--- src/include/fci_pkg.sv ---
// shared constants and types for the flash command host
package fci_pkg;

  // timing
  localparam int CLK_NS        = 100;
  localparam int T_RST_LOW_NS  = 500;
  localparam int T_RST_DONE_NS = 10000;
  localparam logic [7:0] RST_LOW_CYC =
    8'((T_RST_LOW_NS + CLK_NS - 1) / CLK_NS);
  localparam logic [7:0] RST_DONE_CYC = 8'(T_RST_DONE_NS / CLK_NS);

  // register byte offsets
  localparam logic [7:0] REG_CTRL   = 8'h00;
  localparam logic [7:0] REG_ADDR   = 8'h04;
  localparam logic [7:0] REG_WDATA  = 8'h08;
  localparam logic [7:0] REG_CFG    = 8'h0c;
  localparam logic [7:0] REG_STATUS = 8'h10;
  localparam logic [7:0] REG_RDATA  = 8'h14;

  // field positions and reset values
  localparam int CFG_WORD_BIT   = 0;
  localparam int CFG_TOP_BIT    = 1;
  localparam int CFG_UNPROT_BIT = 2;
  localparam int CFG_MASK_LSB   = 3;
  localparam int ST_BUSY_BIT    = 0;
  localparam int ST_DONE_BIT    = 1;
  localparam int ST_ERR_BIT     = 2;
  localparam int ST_REFUSE_BIT  = 3;
  localparam int ST_RB_BIT      = 4;
  localparam int ST_BLK_LSB     = 8;
  localparam logic [31:0] CFG_RESET = 32'h0000_0001;

  // status bits of a polling read
  localparam int POLL_ERR_BIT    = 5;
  localparam int POLL_TOGGLE_BIT = 6;

  // coded cycles and command values (arbitrary defaults)
  localparam logic [15:0] UNLOCK_A1         = 16'h0111;
  localparam logic [15:0] UNLOCK_A2         = 16'h0222;
  localparam logic [7:0]  UNLOCK_D1         = 8'h11;
  localparam logic [7:0]  UNLOCK_D2         = 8'h22;
  localparam logic [7:0]  CMD_READ_ARRAY    = 8'h31;
  localparam logic [7:0]  CMD_AUTO_SELECT   = 8'h32;
  localparam logic [7:0]  CMD_PROGRAM       = 8'h33;
  localparam logic [7:0]  CMD_ERASE_SETUP   = 8'h34;
  localparam logic [7:0]  CMD_BLOCK_CONFIRM = 8'h35;
  localparam logic [7:0]  CMD_CHIP_CONFIRM  = 8'h36;
  localparam logic [7:0]  CMD_SUSPEND       = 8'h37;
  localparam logic [7:0]  CMD_RESUME        = 8'h38;

  // block base word addresses, index 0 boot .. 4 large main
  localparam logic [4:0][15:0] BLK_BASE_TOP =
    {16'h0000, 16'h8000, 16'hd000, 16'hc000, 16'he000};
  localparam logic [4:0][15:0] BLK_BASE_BOT =
    {16'h8000, 16'h4000, 16'h3000, 16'h2000, 16'h0000};
  localparam logic [2:0] BLK_NONE = 3'h7;
  localparam logic [2:0] POLL_IDX = 3'h7;

  typedef enum logic [3:0] {
    OP_READ_ARRAY, OP_AUTO_SELECT, OP_PROGRAM, OP_BLOCK_ERASE,
    OP_CHIP_ERASE, OP_SUSPEND, OP_RESUME, OP_STATUS_READ, OP_HW_RESET
  } fci_op_t;

  typedef struct packed {
    logic        rd;
    logic        am1;
    logic [15:0] adr;
    logic [15:0] dat;
  } fci_cyc_t;

  typedef struct packed {
    logic ce_n;
    logic oe_n;
    logic we_n;
    logic drive;
  } fci_strobe_t;

endpackage : fci_pkg

--- src/rtl/fci_host.sv ---
// wishbone-driven host that runs command sequences on the flash pins
`timescale 1ns/1ns
`default_nettype none

// Overview of operation
// - writes one, two, and for erase four, five, carry the same unlock pattern
// - third write is the set-up command; read cycles follow for reads
// - program: fourth write carries target address and data
// - erase: second unlock in writes four, five, confirm in six
// - address taken at strobe fall, data at strobe rise
// - reset held low at least 500ns; completion within 10us
module fci_host
  import fci_pkg::*;
(
  input  wire logic        clk_i,
  input  wire logic        rst_i,
  input  wire logic        wb_cyc_i,
  input  wire logic        wb_stb_i,
  input  wire logic        wb_we_i,
  input  wire logic [31:0] wb_adr_i,
  input  wire logic [3:0]  wb_sel_i,
  input  wire logic [31:0] wb_dat_i,
  output logic      [31:0] wb_dat_o,
  output logic             wb_ack_o,
  output logic      [15:0] flash_addr_o,
  input  wire logic [15:0] flash_dq_i,
  output logic      [15:0] flash_dq_o,
  output logic      [15:0] flash_dq_oe_n_o,
  output logic             flash_ce_n_o,
  output logic             flash_oe_n_o,
  output logic             flash_we_n_o,
  output logic             flash_word_mode_o,
  output logic             reset_unprotect_n_o,
  output logic             unprotect_hv_o,
  input  wire logic        ready_busy_out_i
);
  import fci_pkg::*;

  typedef enum {ST_IDLE, ST_BUS, ST_RST_LOW, ST_RST_WAIT} fci_state_t;

  fci_state_t  state, next_state;
  fci_op_t     op, next_op;
  fci_cyc_t    item, next_item;
  fci_strobe_t str, next_str;
  logic [2:0]  ph, next_ph;
  logic [2:0]  idx, next_idx;
  logic [2:0]  blk, next_blk;
  logic [7:0]  cnt, next_cnt;
  logic        poll_first, next_poll_first;
  logic        prev_tog, next_prev_tog;
  logic        rst_n_q, next_rst_n_q;
  logic        ev_done, ev_err, ev_refuse;
  logic [31:0] cfg, next_cfg;
  logic [16:0] adr_r, next_adr_r;
  logic [15:0] wdat, next_wdat;
  logic [15:0] rdat, next_rdat;
  logic        done, next_done;
  logic        err, next_err;
  logic        refused, next_refused;
  logic        ack, next_ack;
  logic [31:0] dat_q, next_dat_q;
  logic        wr_acc, start;
  logic [4:0]  mask;
  logic        word_mode, top_boot;

  // lowest block index set in the mask at or above a given index
  function automatic logic [2:0] first_set(input logic [4:0] m,
                                           input logic [2:0] from);
    logic [2:0] r;
    r = BLK_NONE;
    for (int i = 4; i >= 0; i--)
    begin
      if (m[i] && 3'(i) >= from)
        r = 3'(i);
    end
    return r;
  endfunction : first_set

  // upper-address decode of the block that an address falls in
  function automatic logic [2:0] blk_decode(input logic [15:0] a,
                                            input logic top);
    logic [2:0] r;
    r = 3'h0;
    if (top)
    begin
      if (!a[15])                 r = 3'h4;
      else if (!a[14])            r = 3'h3;
      else if (a[13])             r = 3'h0;
      else                        r = a[12] ? 3'h2 : 3'h1;
    end
    else
    begin
      if (a[15])                  r = 3'h4;
      else if (a[14])             r = 3'h3;
      else if (!a[13])            r = 3'h0;
      else                        r = a[12] ? 3'h2 : 3'h1;
    end
    return r;
  endfunction : blk_decode

  // bus cycle that step idx of an operation places on the pins
  function automatic fci_cyc_t seq_item(input fci_op_t o,
                                        input logic [2:0] i,
                                        input logic [15:0] base,
                                        input logic [16:0] a,
                                        input logic [15:0] d);
    fci_cyc_t c;
    logic [7:0] cmd;
    c = '{rd: 1'b0, am1: 1'b0, adr: UNLOCK_A1, dat: {8'h00, UNLOCK_D1}};
    case (o)
      OP_READ_ARRAY:  cmd = CMD_READ_ARRAY;
      OP_AUTO_SELECT: cmd = CMD_AUTO_SELECT;
      OP_PROGRAM:     cmd = CMD_PROGRAM;
      OP_SUSPEND:     cmd = CMD_SUSPEND;
      OP_RESUME:      cmd = CMD_RESUME;
      default:        cmd = CMD_ERASE_SETUP;
    endcase
    // coded cycles one, two, four, five
    if (i == 3'h1 || i == 3'h4)
      c = '{rd: 1'b0, am1: 1'b0, adr: UNLOCK_A2, dat: {8'h00, UNLOCK_D2}};
    // set-up command in the third write
    if (i == 3'h2)
      c.dat = {8'h00, cmd};
    if (i == 3'h3 && o == OP_PROGRAM)
      c = '{rd: 1'b0, am1: a[16], adr: a[15:0], dat: d};
    if (i == 3'h3 && (o == OP_READ_ARRAY || o == OP_AUTO_SELECT))
      c = '{rd: 1'b1, am1: a[16], adr: a[15:0], dat: 16'h0000};
    if (i == 3'h5)
      c = (o == OP_BLOCK_ERASE)
        ? '{rd: 1'b0, am1: 1'b0, adr: base, dat: {8'h00, CMD_BLOCK_CONFIRM}}
        : '{rd: 1'b0, am1: 1'b0, adr: UNLOCK_A1,
            dat: {8'h00, CMD_CHIP_CONFIRM}};
    if (i == POLL_IDX || o == OP_STATUS_READ)
      c = '{rd: 1'b1, am1: a[16],
            adr: (o == OP_BLOCK_ERASE) ? base : a[15:0], dat: 16'h0000};
    return c;
  endfunction : seq_item

  // address steady before strobes fall, data until they rise
  function automatic fci_strobe_t strobe_for(input fci_state_t s,
                                             input logic [2:0] p,
                                             input logic rd);
    fci_strobe_t r;
    r = '{ce_n: 1'b1, oe_n: 1'b1, we_n: 1'b1, drive: 1'b0};
    if (s == ST_BUS)
    begin
      r.ce_n  = (p == 3'h4);
      r.drive = !rd;
      r.we_n  = rd || !(p == 3'h1 || p == 3'h2);
      r.oe_n  = !rd || !(p == 3'h1 || p == 3'h2);
    end
    return r;
  endfunction : strobe_for

  assign mask      = cfg[CFG_MASK_LSB +: 5];
  assign word_mode = cfg[CFG_WORD_BIT];
  assign top_boot  = cfg[CFG_TOP_BIT];
  assign wr_acc    = wb_cyc_i && wb_stb_i && wb_we_i && ack;
  assign start     = wr_acc && wb_adr_i[7:0] == REG_CTRL && wb_sel_i[0];

  // sequence engine
  always_comb
  begin
    next_state      = state;
    next_op         = op;
    next_ph         = ph;
    next_idx        = idx;
    next_blk        = blk;
    next_cnt        = cnt;
    next_poll_first = poll_first;
    next_prev_tog   = prev_tog;
    next_rst_n_q    = 1'b1;
    next_rdat       = rdat;
    ev_done         = 1'b0;
    ev_err          = 1'b0;
    ev_refuse       = 1'b0;
    case (state)
      ST_IDLE:
      begin
        if (start)
        begin
          next_op  = fci_op_t'(wb_dat_i[3:0]);
          next_ph  = 3'h0;
          next_blk = first_set(mask, 3'h0);
          next_idx = (next_op == OP_STATUS_READ) ? POLL_IDX : 3'h0;
          next_poll_first = 1'b1;
          // no program or erase while the device is busy
          if (wb_dat_i[3:0] > 4'(OP_HW_RESET)
              || (!ready_busy_out_i && (next_op == OP_PROGRAM
                  || next_op == OP_BLOCK_ERASE
                  || next_op == OP_CHIP_ERASE))
              || (next_op == OP_BLOCK_ERASE && mask == 5'h00))
            ev_refuse = 1'b1;
          else if (next_op == OP_HW_RESET)
          begin
            next_state   = ST_RST_LOW;
            next_cnt     = 8'h00;
            next_rst_n_q = 1'b0;
          end
          else
            next_state = ST_BUS;
        end
      end
      ST_BUS:
      begin
        next_ph = ph + 3'h1;
        if (ph == 3'h2 && item.rd)
          next_rdat = flash_dq_i;
        if (ph == 3'h4)
        begin
          next_ph = 3'h0;
          if (idx == POLL_IDX)
          begin
            // toggle stop on bit 6 ends polling
            next_prev_tog   = rdat[POLL_TOGGLE_BIT];
            next_poll_first = 1'b0;
            if (op == OP_STATUS_READ)
            begin
              next_state = ST_IDLE;
              ev_done    = 1'b1;
            end
            else if (!poll_first && rdat[POLL_TOGGLE_BIT] == prev_tog
                     && ready_busy_out_i)
            begin
              next_state = ST_IDLE;
              ev_done    = 1'b1;
            end
            // data after completion may hold bit 5 set: only fail while busy
            else if (!poll_first && rdat[POLL_ERR_BIT]
                     && rdat[POLL_TOGGLE_BIT] != prev_tog
                     && !ready_busy_out_i)
            begin
              next_state = ST_IDLE;
              ev_err     = 1'b1;
            end
          end
          // program runs after the fourth write
          else if (op == OP_PROGRAM && idx == 3'h3)
            next_idx = POLL_IDX;
          else if (op == OP_BLOCK_ERASE && idx == 3'h5)
          begin
            next_blk = first_set(mask, blk + 3'h1);
            if (next_blk == BLK_NONE)
            begin
              next_blk = blk;
              next_idx = POLL_IDX;
            end
          end
          // erase runs after the sixth write
          else if (op == OP_CHIP_ERASE && idx == 3'h5)
            next_idx = POLL_IDX;
          // suspend and resume are three writes
          else if ((op == OP_SUSPEND || op == OP_RESUME) && idx == 3'h2)
          begin
            next_state = ST_IDLE;
            ev_done    = 1'b1;
          end
          else if (idx == 3'h3 && item.rd)
          begin
            next_state = ST_IDLE;
            ev_done    = 1'b1;
          end
          else
            next_idx = idx + 3'h1;
        end
      end
      ST_RST_LOW:
      begin
        // reset pin low for the least pulse width
        next_cnt     = cnt + 8'h01;
        next_rst_n_q = (cnt == RST_LOW_CYC - 8'h01);
        if (next_rst_n_q)
        begin
          next_state = ST_RST_WAIT;
          next_cnt   = 8'h00;
        end
      end
      ST_RST_WAIT:
      begin
        // wait for ready/busy, give up after the longest time
        next_cnt = cnt + 8'h01;
        if (cnt != 8'h00 && ready_busy_out_i)
        begin
          next_state = ST_IDLE;
          ev_done    = 1'b1;
        end
        else if (cnt == RST_DONE_CYC)
        begin
          next_state = ST_IDLE;
          ev_err     = 1'b1;
        end
      end
      default:
        next_state = ST_IDLE;
    endcase
    next_item = seq_item(next_op, next_idx,
                         top_boot ? BLK_BASE_TOP[next_blk]
                                  : BLK_BASE_BOT[next_blk],
                         adr_r, wdat);
    next_str = strobe_for(next_state, next_ph, next_item.rd);
  end

  always_ff @(posedge clk_i)
  begin
    if (rst_i)
    begin
      state      <= ST_IDLE;
      op         <= OP_READ_ARRAY;
      ph         <= 3'h0;
      idx        <= 3'h0;
      blk        <= 3'h0;
      cnt        <= 8'h00;
      poll_first <= 1'b1;
      prev_tog   <= 1'b0;
      rst_n_q    <= 1'b1;
      rdat       <= 16'h0000;
      item       <= '0;
      str        <= '{ce_n: 1'b1, oe_n: 1'b1, we_n: 1'b1, drive: 1'b0};
    end
    else
    begin
      state      <= next_state;
      op         <= next_op;
      ph         <= next_ph;
      idx        <= next_idx;
      blk        <= next_blk;
      cnt        <= next_cnt;
      poll_first <= next_poll_first;
      prev_tog   <= next_prev_tog;
      rst_n_q    <= next_rst_n_q;
      rdat       <= next_rdat;
      item       <= next_item;
      str        <= next_str;
    end
  end

  // pins; strobes stay registered so they never glitch
  assign flash_ce_n_o        = str.ce_n;
  assign flash_oe_n_o        = str.oe_n;
  assign flash_we_n_o        = str.we_n;
  assign flash_addr_o        = item.adr;
  assign flash_word_mode_o   = word_mode;
  assign reset_unprotect_n_o = rst_n_q;
  // request the identification_high_voltage level on the reset pin
  assign unprotect_hv_o      = cfg[CFG_UNPROT_BIT] && rst_n_q;
  // byte mode: top line carries the low address bit
  assign flash_dq_o = word_mode ? item.dat : {item.am1, 7'h00, item.dat[7:0]};
  // word mode drives all sixteen lines on writes
  assign flash_dq_oe_n_o = {!(str.drive && word_mode) && word_mode,
                            {7{!(str.drive && word_mode)}},
                            {8{!str.drive}}};

  // register file
  always_comb
  begin
    next_ack     = wb_cyc_i && wb_stb_i && !ack;
    next_cfg     = cfg;
    next_adr_r   = adr_r;
    next_wdat    = wdat;
    next_dat_q   = dat_q;
    next_done    = done || ev_done;
    next_err     = err || ev_err;
    next_refused = refused || ev_refuse;
    if (wr_acc && wb_sel_i[0])
    begin
      case (wb_adr_i[7:0])
        REG_ADDR:  next_adr_r = wb_dat_i[16:0];
        REG_WDATA: next_wdat  = wb_dat_i[15:0];
        REG_CFG:   next_cfg   = {24'h0, wb_dat_i[7:0]};
        REG_STATUS:
        begin
          // write one clears, a same-cycle event still wins
          next_done    = (done && !wb_dat_i[ST_DONE_BIT]) || ev_done;
          next_err     = (err && !wb_dat_i[ST_ERR_BIT]) || ev_err;
          next_refused = (refused && !wb_dat_i[ST_REFUSE_BIT]) || ev_refuse;
        end
        default: next_cfg = cfg;
      endcase
    end
    if (next_ack)
    begin
      case (wb_adr_i[7:0])
        REG_CTRL:  next_dat_q = {28'h0, op};
        REG_ADDR:  next_dat_q = {15'h0, adr_r};
        REG_WDATA: next_dat_q = {16'h0, wdat};
        REG_CFG:   next_dat_q = cfg;
        // progress and ready/busy visible at any time
        REG_STATUS: next_dat_q = {21'h0, blk_decode(adr_r[15:0], top_boot),
                                  3'h0, ready_busy_out_i, refused, err, done,
                                  state != ST_IDLE};
        REG_RDATA: next_dat_q = {16'h0, rdat};
        default:   next_dat_q = 32'h0;
      endcase
    end
  end

  always_ff @(posedge clk_i)
  begin
    if (rst_i)
    begin
      ack     <= 1'b0;
      cfg     <= CFG_RESET;
      adr_r   <= 17'h0;
      wdat    <= 16'h0;
      dat_q   <= 32'h0;
      done    <= 1'b0;
      err     <= 1'b0;
      refused <= 1'b0;
    end
    else
    begin
      ack     <= next_ack;
      cfg     <= next_cfg;
      adr_r   <= next_adr_r;
      wdat    <= next_wdat;
      dat_q   <= next_dat_q;
      done    <= next_done;
      err     <= next_err;
      refused <= next_refused;
    end
  end

  assign wb_ack_o = ack;
  assign wb_dat_o = dat_q;

  // count of completed write strobes, for the checks below
  logic [3:0] wr_cnt;
  always_ff @(posedge clk_i)
  begin
    if (rst_i || start)
      wr_cnt <= 4'h0;
    else if (!str.we_n && next_str.we_n)
      wr_cnt <= wr_cnt + 4'h1;
  end
endmodule : fci_host

`default_nettype wire

--- config.mk ---
export PLATFORM = sky130hd
export DESIGN_NAME = fci_host
export DESIGN_NICKNAME = d
export VERILOG_FILES = /design/src/include/fci_pkg.sv /design/src/rtl/fci_host.sv
export SDC_FILE = /design/constraint.sdc
export NUM_CORES = 1
export LEC_CHECK = 0
export ABC_AREA = 0
export BUFFER_PORTS_ARGS = -buffer_cell sky130_fd_sc_hd__buf_2
export CAP_MARGIN = 15
export CORE_UTILIZATION = 42
export CTS_CLUSTER_SIZE = 30
export DETAILED_ROUTE_END_ITERATION = 10
export REMOVE_ABC_BUFFERS = 1
export SYNTH_ARGS = -nofsm -noshare
export SYNTH_HDL_FRONTEND = slang
export SYNTH_SLANG_ARGS = --single-unit
--- constraint.sdc ---
create_clock -name clk_i -period 4.16 [get_ports clk_i]
set_clock_uncertainty 0.05 [all_clocks]
set_input_delay 0 -clock clk_i [delete_from_list [all_inputs] [get_ports clk_i]]
set_output_delay 0 -clock clk_i [all_outputs]
set_load 0.03 [all_outputs]
==> impl_metrics.py, run 1 <==
metrics = {
    "critical_path": {
        "critPathArrivalTime_ns": 3.99,
        "crit_fanout": 8,
        "startpoint": "idx[0]",
        "r2r_cells": 11,
        "crit_type": "reg -> reg",
        "end_kind": "flop",
        "crit_path_end": "flash_addr_o[13]",
        "cp-start-kind": "flop",
        "critPathRequiredTime_ns": 4.44,
        "r2r_slack_ns": 0.45,
        "reg2reg_from": "idx[0]",
        "r2r_end": "flash_addr_o[13]",
    },
    "finish": {
        "fill_cells": 1850,
        "drive_gt1_share_pct": 18.1,
        "syn_to_final_growth_pct": 18.7,
        "final_common_cell": "dfxtp_1",
        "diodes": 0,
        "final_nets": 1185,
        "final_cell_mix": "dfxtp_1 (172), nand2_1 (118), buf_2 (118)",
    },
    "timing": {
        "slew_headroom_pct": 27.4,
        "fin_crit_ns": 3.71,
        "fin_crit_sh_pct": 89.3,
        "fmax_mhz": 269,
        "finalHoldViolations": 0,
        "setup_tns_ns": 0,
        "setup_viol": 0,
        "rsz0062_at_grt": "false",
        "tightest_slew_ns": 1.08,
        "slew_violations": 0,
    },
    "grt": {
        "use_met3_pct": 3.61,
        "grt_max_degree": 56,
        "grt_pass1_vias": 6435,
        "gr-usage-met1_pct": 33.4,
        "antenna_found_initial": 0,
        "top_usage_layer": "met2",
        "grt_first_pass_wirelength_um": 35900,
        "grt_usage_pct": 23.4,
        "use_met2_pct": 36.7,
        "gr-total-overflow": 0,
    },
    "yosys": {
        "netlist-cell-type-count": 88,
        "yosys.area.top_type": "dfxtp_1",
        "synth-edff-count": 0,
        "synth_seq_cells": 172,
        "synth_cells": 949,
        "synth_area_leaders": "dfxtp_1 (42%), nand2_1 (5.4%), buf_4 (4.9%)",
        "async_flop_share_pct": 0,
        "yosys_warnings": 0,
        "netlist.area_leader.share_pct": 42.1,
        "seq_area_frac_synth_pct": 42.1,
        "synth.avg_cell_area_sq_um": 8.62,
        "synthFlopType": "dfxtp_1",
        "netlist_area_sq_um": 8180,
    },
    "clock_tree": {
        "clk_path_buf_depth": 2,
        "cts-root-buf": "clkbuf_16",
        "cts_buffers": 17,
        "clkLatencyLatePin_ns": 0.43,
        "cts_resized": 0,
        "cts_tree": "done",
        "cts.sink_count": 172,
        "htreeDepth": 4,
        "clkSlewWorstSetupHoldPaths_ns": 0.07,
    },
    "placed_design": {
        "place_congestion": 0.923,
        "hpwl_um": 16500,
        "port_buffers": 119,
    },
    "detailed_routing": {
        "viasPerCell": 5.26,
        "drtPass1Iterations": 5,
        "drc": 0,
        "route.vias.total": 7102,
        "totalWireLength_um": 23100,
        "drtIter0Drc": 469,
        "ant_nets": 0,
        "wl_per_cell_um": 17.1,
    },
    "power": {
        "p_per_area_nw_per_um2": 349,
        "power_leakage_nw": 3.83,
        "design_power_total_mw": 3.39,
        "ir_worst_vdd_mv": 0.276,
    },
    "job": {
        "maxCapViolCount": 0,
    },
    "worst_hold_path": {
        "hold_path.class": "in -> reg",
    },
    "status": {
        "outcome": "completed",
    },
    "die": {
        "die-area_sq_um": 20000,
        "rows": 50,
        "start_util_pct": 43.3,
        "die_h_um": 142,
        "coreArea_sq_um": 18900,
        "die_w_um": 142,
        "pin_count": 177,
    },
}
## final cells by class
class                           instances  area, sq um  share of cell area, %
Clock buffer                           18          439                   4.52
Tap cell                              260          325                   3.35
Timing Repair Buffer                  168         1060                   10.9
Clock inverter                         13          126                   1.30
Inverter                               23         86.3                  0.889
Multi-Input combinational cell        696         4230                   43.6
Sequential cell                       172         3440                   35.5
## critical path: stages, from the launching register on
cell and delay (ns):
dfxtp_1 0.38, ha_1 0.25, ha_1 0.29, nand3b_4 0.20, or4_4 0.55, a211oi_4 0.37
nor4_2 0.13, nor3_2 0.33, nand3_1 0.21, nor2b_1 0.19, or3_1 0.40, o32ai_1 0.28
## what timing repair did
action / 4_1_cts / 5_1_grt
buffers inserted: 0 / 0
endpoints found under the hold margin: 67 / 0
hold buffers: 37 / 0
## metal layers
metal  up-vias  share of wire, %
li1       3512                 -
met5         -                 0
met3        24               5.3
met1      3331                48
met2       235                46
met4         0               1.3
## synthesized netlist by cell type (all sizes together) (5+ instances only)
master,number
a211oi,9
a21o,5
a21oi,78
a221oi,5
a22oi,21
a31oi,7
and2,25
and3,16
buf,63
clkbuf,39
dfxtp,172
ha,17
inv,23
mux2,6
mux2i,37
nand2,118
nand3,15
nand3b,5
nand4,7
nor2,106
nor3,19
nor3b,5
nor4,14
o21ai,29
o22ai,6
or2,6
or3,5
xnor2,6
xor2,7
## sequential cells by signal (all words and copies together), names as in the netlist, 3 cells and up
signal	count
adr_r	17
blk	3
cfg	8
cnt	8
flash_addr_o	16
idx	3
item	18
op	4
ph	3
rdat	16
state	32
wb_dat_o	17
wdat	16
## cells by family after synthesis
group | share of synthesized area, %
AO/OA/AOI/OAI | 18.2
XOR/XNOR | 1.39
adder cells (fa/ha/maj) | 2.60
buffers and inverters | 8.27
flip-flops | 42.1
multiplexers | 5.35
other | 0.0458
AND/OR/NAND/NOR | 22.0
## how the worst min path moves through the flow
stage / start / to / cells after the start
CTS: wb_adr_i[4] / wb_dat_o[0] / 6
detailed placement: flash_dq_i[12] / rdat[12] / 3
floorplan: rst_i / adr_r[0] / 1
global route: wb_adr_i[3] / wb_dat_o[2] / 5
global placement: flash_dq_i[7] / rdat[7] / 3
finish: wb_adr_i[4] / wb_dat_o[0] / 6
## through the flow
step / cells / cell area, sq um / worst slack, ns / hold slack, ns / util, %
5_1_grt: 1350 / 9710 / 0.326 / 0.158 / 51.4
6_report: 1350 / 9710 / 0.447 / 0.129 / 51.4
3_5_place_dp: 1282 / 8780 / 0.533 / 0.202 / 46.5
2_1_floorplan: 891 / 7760 / 0.974 / 0.0191 / -
4_1_cts: 1350 / 9710 / 0.505 / 0.105 / 51.4
3_3_place_gp: 1282 / 8780 / 0.568 / 0.200 / 46.5
## power breakdown
| part | internal, mW | switching (mW) | total, mW |
|---|---|---|---|
| Sequential | 1.67 | 0.00632 | 1.67 |
| Combinational | 0.0652 | 0.118 | 0.183 |
| Clock | 0.806 | 0.732 | 1.54 |
Power figures use the tool's default switching activity.
==> run 2: changes to the inputs <==
--- a/config.mk
+++ b/config.mk
@@ -8,7 +8,8 @@
 export ABC_AREA = 0
 export BUFFER_PORTS_ARGS = -buffer_cell sky130_fd_sc_hd__buf_2
 export CAP_MARGIN = 15
-export CORE_UTILIZATION = 42
+export CORE_ASPECT_RATIO = 1.4
+export CORE_UTILIZATION = 35
 export CTS_CLUSTER_SIZE = 30
 export DETAILED_ROUTE_END_ITERATION = 10
 export REMOVE_ABC_BUFFERS = 1
==> impl_metrics.py, run 2 (synthesized netlist as in run 1, its figures left out) <==
metrics = {
    "clock_tree": {
        "cts_hold_buf": 36,
        "cts.sink_count": 172,
        "cts_tree": "done",
        "clkLatencyLatePin_ns": 0.44,
        "htreeDepth": 4,
        "clk_path_buf_depth": 2,
        "cts_resized": 0,
        "cts-root-buf": "clkbuf_16",
        "clkSlewWorstSetupHoldPaths_ns": 0.06,
        "cts_buffers": 17,
        "post-cts-setup-buffers": 0,
    },
    "critical_path": {
        "crit_type": "reg -> reg",
        "crit_fanout": 14,
        "cp-start-kind": "flop",
        "end_kind": "flop",
        "critPathArrivalTime_ns": 4.10,
        "critPathRequiredTime_ns": 4.40,
    },
    "grt": {
        "grt_max_degree": 80,
        "grt_pass1_vias": 6819,
        "antenna_found_initial": 0,
        "grt_first_pass_wirelength_um": 37500,
        "grt_usage_pct": 20.3,
        "gr-total-overflow": 0,
    },
    "finish": {
        "final_cell_mix": "dfxtp_1 (172), buf_2 (119), nand2_1 (118)",
        "reg.largest.list": "state x32, item x18",
        "largest_register_ffs": 32,
        "fin_area_sq_um": 9720,
        "instances_no_fill": 1391,
        "final_nets": 1184,
        "diodes": 0,
        "syn_to_final_growth_pct": 18.8,
        "drive_gt1_share_pct": 17.8,
        "utilization_pct": 42.7,
        "final_common_cell": "dfxtp_1",
        "top_register": "state",
    },
    "power": {
        "power_leakage_nw": 3.80,
        "p_per_area_nw_per_um2": 341,
        "design_power_total_mw": 3.31,
        "ir_worst_vdd_mv": 0.308,
    },
    "timing": {
        "slew_violations": 0,
        "setup_tns_ns": 0,
        "tightest_slew_ns": 0.960,
        "whs_ns": 0.0380,
        "slew_headroom_pct": 35.4,
        "layout_setup_ws_ns": 0.297,
        "finalHoldViolations": 0,
        "fin_crit_sh_pct": 92.9,
        "setup_viol": 0,
        "fmax_mhz": 259,
        "fin_crit_ns": 3.86,
        "rsz0062_at_grt": "false",
    },
    "detailed_routing": {
        "top_layer_used": "met4",
        "totalWireLength_um": 24100,
        "ant_nets": 0,
        "viasPerCell": 5.16,
        "route.vias.total": 7180,
        "drc": 0,
        "route.met3.wl_um": 1540,
        "drt-met1-wl_um": 9530,
        "drtPass1Iterations": 5,
        "drtIter0Drc": 499,
        "wl_per_cell_um": 17.3,
        "wl_met2_um": 12000,
    },
    "job": {
        "maxCapViolCount": 0,
    },
    "placed_design": {
        "hpwl_um": 17300,
        "port_buffers": 119,
        "dp_cells": 1323,
        "dpl_cell_area_sq_um": 8830,
        "place_congestion": 0.954,
        "pre_cts_slack_ns": 0.396,
    },
    "die": {
        "rows": 65,
        "die-area_sq_um": 24000,
        "die_h_um": 183,
        "die_w_um": 131,
        "pin_count": 177,
        "start_util_pct": 35.9,
        "coreArea_sq_um": 22800,
    },
    "worst_hold_path": {
        "hold_path.class": "in -> reg",
    },
    "status": {
        "outcome": "completed",
    },
}
[run 2: changes by cell type in the layout (fill, tap and decap cells not counted), sizes merged]
| cell | delta |
|---|---|
| clkbuf | +5 |
| inv | -7 |
| dlygate4sd3 | -1 |
| clkinvlp | +1 |
| clkinv | +2 |
[run 2: worst paths after layout]
check,slack (ns),depth (start not counted),endpoint,start
setup reg to reg,0.30,11,item[0],blk[1]
hold / removal,0.04,4,wb_ack_o,wb_cyc_i
hold reg to reg,0.41,2,rdat[8],rdat[8]
setup / recovery,0.30,11,item[0],blk[1]
[run 2: critical path: stages, from the launching register on]
cell and delay [ns]:
dfxtp_1 0.40, inv_1 0.06, ha_1 0.31, o31a_1 0.35, a2111oi_4 0.45, a211oi_4 0.16, nor4_2 0.50, nor2_1 0.21
nor4_1 0.33, and2_1 0.59, a221o_1 0.26, nor4_1 0.05
[run 2: routing by layer]
metal  vias to the layer above  GRT usage (%)
met5                         -              0
met4                         0           11.2
met3                        56           4.31
met2                       266           35.7
met1                      3351           22.8
li1                       3507              -
[run 2: power breakdown]
group	switching [mW]	internal (mW)
combinational	0.116	0.0641
clock	0.665	0.795
sequential	0.00580	1.67
total	0.786	2.53
[run 2: final cells by class]
class	instances	area [sq um]
Timing Repair Buffer	167	1050
Clock buffer	23	468
Fill cell	2323	13100
Inverter	23	86.3
Clock inverter	9	65.1
Sequential cell	172	3440
Multi-Input combinational cell	696	4230
Tap cell	301	377
==> run 3: changes to the inputs <==
--- a/config.mk
+++ b/config.mk
@@ -5,7 +5,7 @@
 export SDC_FILE = /design/constraint.sdc
 export NUM_CORES = 1
 export LEC_CHECK = 0
-export ABC_AREA = 0
+export ABC_AREA = 1
 export BUFFER_PORTS_ARGS = -buffer_cell sky130_fd_sc_hd__buf_2
 export CAP_MARGIN = 15
 export CORE_ASPECT_RATIO = 1.4
@@ -13,6 +13,7 @@
 export CTS_CLUSTER_SIZE = 30
 export DETAILED_ROUTE_END_ITERATION = 10
 export REMOVE_ABC_BUFFERS = 1
+export SLEW_MARGIN = 40
 export SYNTH_ARGS = -nofsm -noshare
 export SYNTH_HDL_FRONTEND = slang
 export SYNTH_SLANG_ARGS = --single-unit
==> impl_metrics.py, run 3 <==
metrics = {
    "status": {
        "outcome": "completed",
    },
    "yosys": {
        "seq_area_frac_synth_pct": 41.2,
        "synth_common_cells": "nand2_1 (229), dfxtp_1 (172), inv_1 (127)",
        "synth-edff-count": 0,
        "netlist.area_leader.share_pct": 41.2,
        "async_flop_share_pct": 0,
        "synth.avg_cell_area_sq_um": 7.36,
        "synth_seq_cells": 172,
        "netlist-cell-type-count": 48,
        "netlist_area_sq_um": 8350,
        "yosysMostFrequentCell": "nand2_1",
        "synth_area_leaders": "dfxtp_1 (41%), nand2_1 (10%), inv_1 (5.7%)",
        "yosys.area.top_type": "dfxtp_1",
        "synthFlopType": "dfxtp_1",
        "yosys_warnings": 0,
        "synth_cells": 1135,
    },
    "detailed_routing": {
        "drtIter0Drc": 408,
        "drc": 0,
        "ant_nets": 0,
        "drtPass1Iterations": 5,
        "wl_met2_um": 12300,
        "route.met3.wl_um": 759,
        "viasPerCell": 4.72,
        "wl_per_cell_um": 14.7,
        "route.vias.total": 7518,
        "top_layer_used": "met4",
        "totalWireLength_um": 23400,
        "drt-met1-wl_um": 9410,
    },
    "timing": {
        "whs_ns": 0.0394,
        "fin_crit_ns": 2.94,
        "slew_violations": 0,
        "slew_headroom_pct": 49.4,
        "fmax_mhz": 340,
        "tightest_slew_ns": 0.758,
        "rsz0062_at_grt": "false",
        "setup_tns_ns": 0,
        "fin_crit_sh_pct": 70.7,
        "setup_viol": 0,
        "finalHoldViolations": 0,
    },
    "critical_path": {
        "startpoint": "idx[0]",
        "crit_fanout": 5,
        "r2r_end": "flash_addr_o[13]",
        "critPathArrivalTime_ns": 3.24,
        "end_kind": "flop",
        "max_stage_delay_ns": 0.36,
        "r2r_slack_ns": 1.22,
        "cp-start-kind": "flop",
        "crit_path_frequent_cell": "nand2_1",
        "crit_buf_inv": 1,
        "reg2reg_from": "idx[0]",
        "crit_path_end": "flash_addr_o[13]",
        "r2r_cells": 16,
        "critPathRequiredTime_ns": 4.46,
        "slowest_stage": "dfxtp_1",
        "path_depth": 16,
        "crit_path_cell_trace": "ha_1 -> ha_1 -> nor2_1 -> nand2_1 -> nor2_1 -> nand2_1 -> nand2_1 -> nand3_1 -> nand2_1 -> inv_1 -> ha_1 -> o21ai_0 -> nand2_1 -> o21ai_0 -> o21ai_1 -> a21oi_1",
        "crit_family": "simple AND/OR/NAND/NOR gates",
        "crit_type": "reg -> reg",
    },
    "clock_tree": {
        "cts-root-buf": "clkbuf_16",
        "cts_tree": "done",
        "cts.sink_count": 172,
        "clkLatencyLatePin_ns": 0.44,
        "clkSlewWorstSetupHoldPaths_ns": 0.07,
        "htreeDepth": 4,
        "cts_resized": 0,
        "post-cts-setup-buffers": 0,
        "cts_buffers": 17,
        "clk_path_buf_depth": 2,
    },
    "job": {
        "maxCapViolCount": 0,
    },
    "finish": {
        "syn_to_final_growth_pct": 18.8,
        "final_common_cell": "nand2_1",
        "reg.largest.list": "state x32, item x18",
        "top_register": "state",
        "largest_register_ffs": 32,
        "final_nets": 1381,
        "final_cell_mix": "nand2_1 (229), dfxtp_1 (172), inv_1 (127)",
        "drive_gt1_share_pct": 18.7,
        "diodes": 0,
    },
    "grt": {
        "grt_pass1_vias": 6996,
        "antenna_found_initial": 0,
        "grt_usage_pct": 19.3,
        "grt_first_pass_wirelength_um": 36300,
        "grt_max_degree": 62,
        "gr-total-overflow": 0,
    },
    "placed_design": {
        "place_congestion": 0.910,
        "port_buffers": 119,
        "hpwl_um": 17600,
    },
    "power": {
        "p_per_area_nw_per_um2": 340,
        "power_leakage_nw": 4.43,
        "ir_worst_vdd_mv": 0.276,
    },
    "die": {
        "coreArea_sq_um": 23400,
        "die-area_sq_um": 24500,
        "die_h_um": 185,
        "rows": 66,
        "die_w_um": 133,
        "pin_count": 177,
        "start_util_pct": 35.7,
    },
    "worst_hold_path": {
        "hold_path.class": "in -> reg",
    },
}
-- run 3: cell count changes after synthesis, sizes merged, moves of 7 or more --
| cell | before | now |
|---|---|---|
| nand2 | 118 | 245 |
| inv | 23 | 141 |
| o21ai | 29 | 92 |
| nand3 | 15 | 55 |
| mux2i | 37 | 0 |
| nor2 | 106 | 135 |
| and2 | 25 | 0 |
| nor3 | 19 | 41 |
| a22oi | 21 | 3 |
| and3 | 16 | 0 |
| clkbuf | 39 | 28 |
| nor4 | 14 | 3 |
| a21oi | 78 | 85 |
| buf | 63 | 56 |
-- run 3: through the flow --
step	utilization [%]	instance area, sq um	total power [mW]	setup slack (ns)	instances
after floorplan	-	7980	1.77	1.71	1095
after global placement	38.6	9010	1.84	1.35	1527
after detailed placement	38.6	9020	1.84	1.26	1527
after CTS	42.5	9920	3.40	1.19	1593
after global routing	42.5	9920	3.48	0.926	1593
final	42.5	9920	3.37	1.22	1593
-- run 3: power breakdown --
part | internal, mW | total, mW | switching [mW]
clock | 0.796 | 1.55 | 0.753
combinational | 0.0531 | 0.155 | 0.102
sequential | 1.66 | 1.67 | 0.00456
-- run 3: cell families after synthesis --
family / count (synthesis) / share of synthesized area, %
adders and majority gates: 17 / 2.55
and+or+nand+nor: 494 / 27.7
AOI/OAI and AO/OA: 220 / 15.2
buffers and inverters: 227 / 12.9
other: 1 / 0.0449
xor gates and xnor gates: 4 / 0.419
DFF: 172 / 41.2
-- run 3: worst min-delay path, stage by stage --
cell and delay, ns:
buf_2 0.12, nand2_2 0.20, nor3_1 0.08, nor2_1 0.08
-- run 3: area by class of cell --
cell class	count	area (sq um)
Clock inverter	15	139
Fill cell	2440	13400
Clock buffer	17	425
Multi-Input combinational cell	780	4000
Sequential cell	172	3440
Timing Repair Buffer	160	988
Inverter	143	538
Tap cell	306	383
-- run 3: worst min-delay path by stage --
stage                     cells past startpoint         endpoint           start
after floorplan                               1  flash_addr_o[5]           rst_i
after global placement                        3         rdat[14]  flash_dq_i[14]
after detailed placement                      3         rdat[14]  flash_dq_i[14]
after CTS                                     4           cfg[7]     wb_sel_i[0]
after global routing                          4           cfg[7]     wb_sel_i[0]
final                                         4           cfg[7]     wb_sel_i[0]
-- run 3: routing by layer --
metal,global-route usage [%],up-vias
met2,36.3,178
met4,9.66,0
met3,2.74,45
met1,21.1,3436
li1,-,3859
met5,0,-
-- run 3: what timing repair did --
action | 4_1_cts | 5_1_grt
hold endpoints to repair | 55 | 0
setup endpoints to repair | 0 | 0
hold buffers | 34 | 0
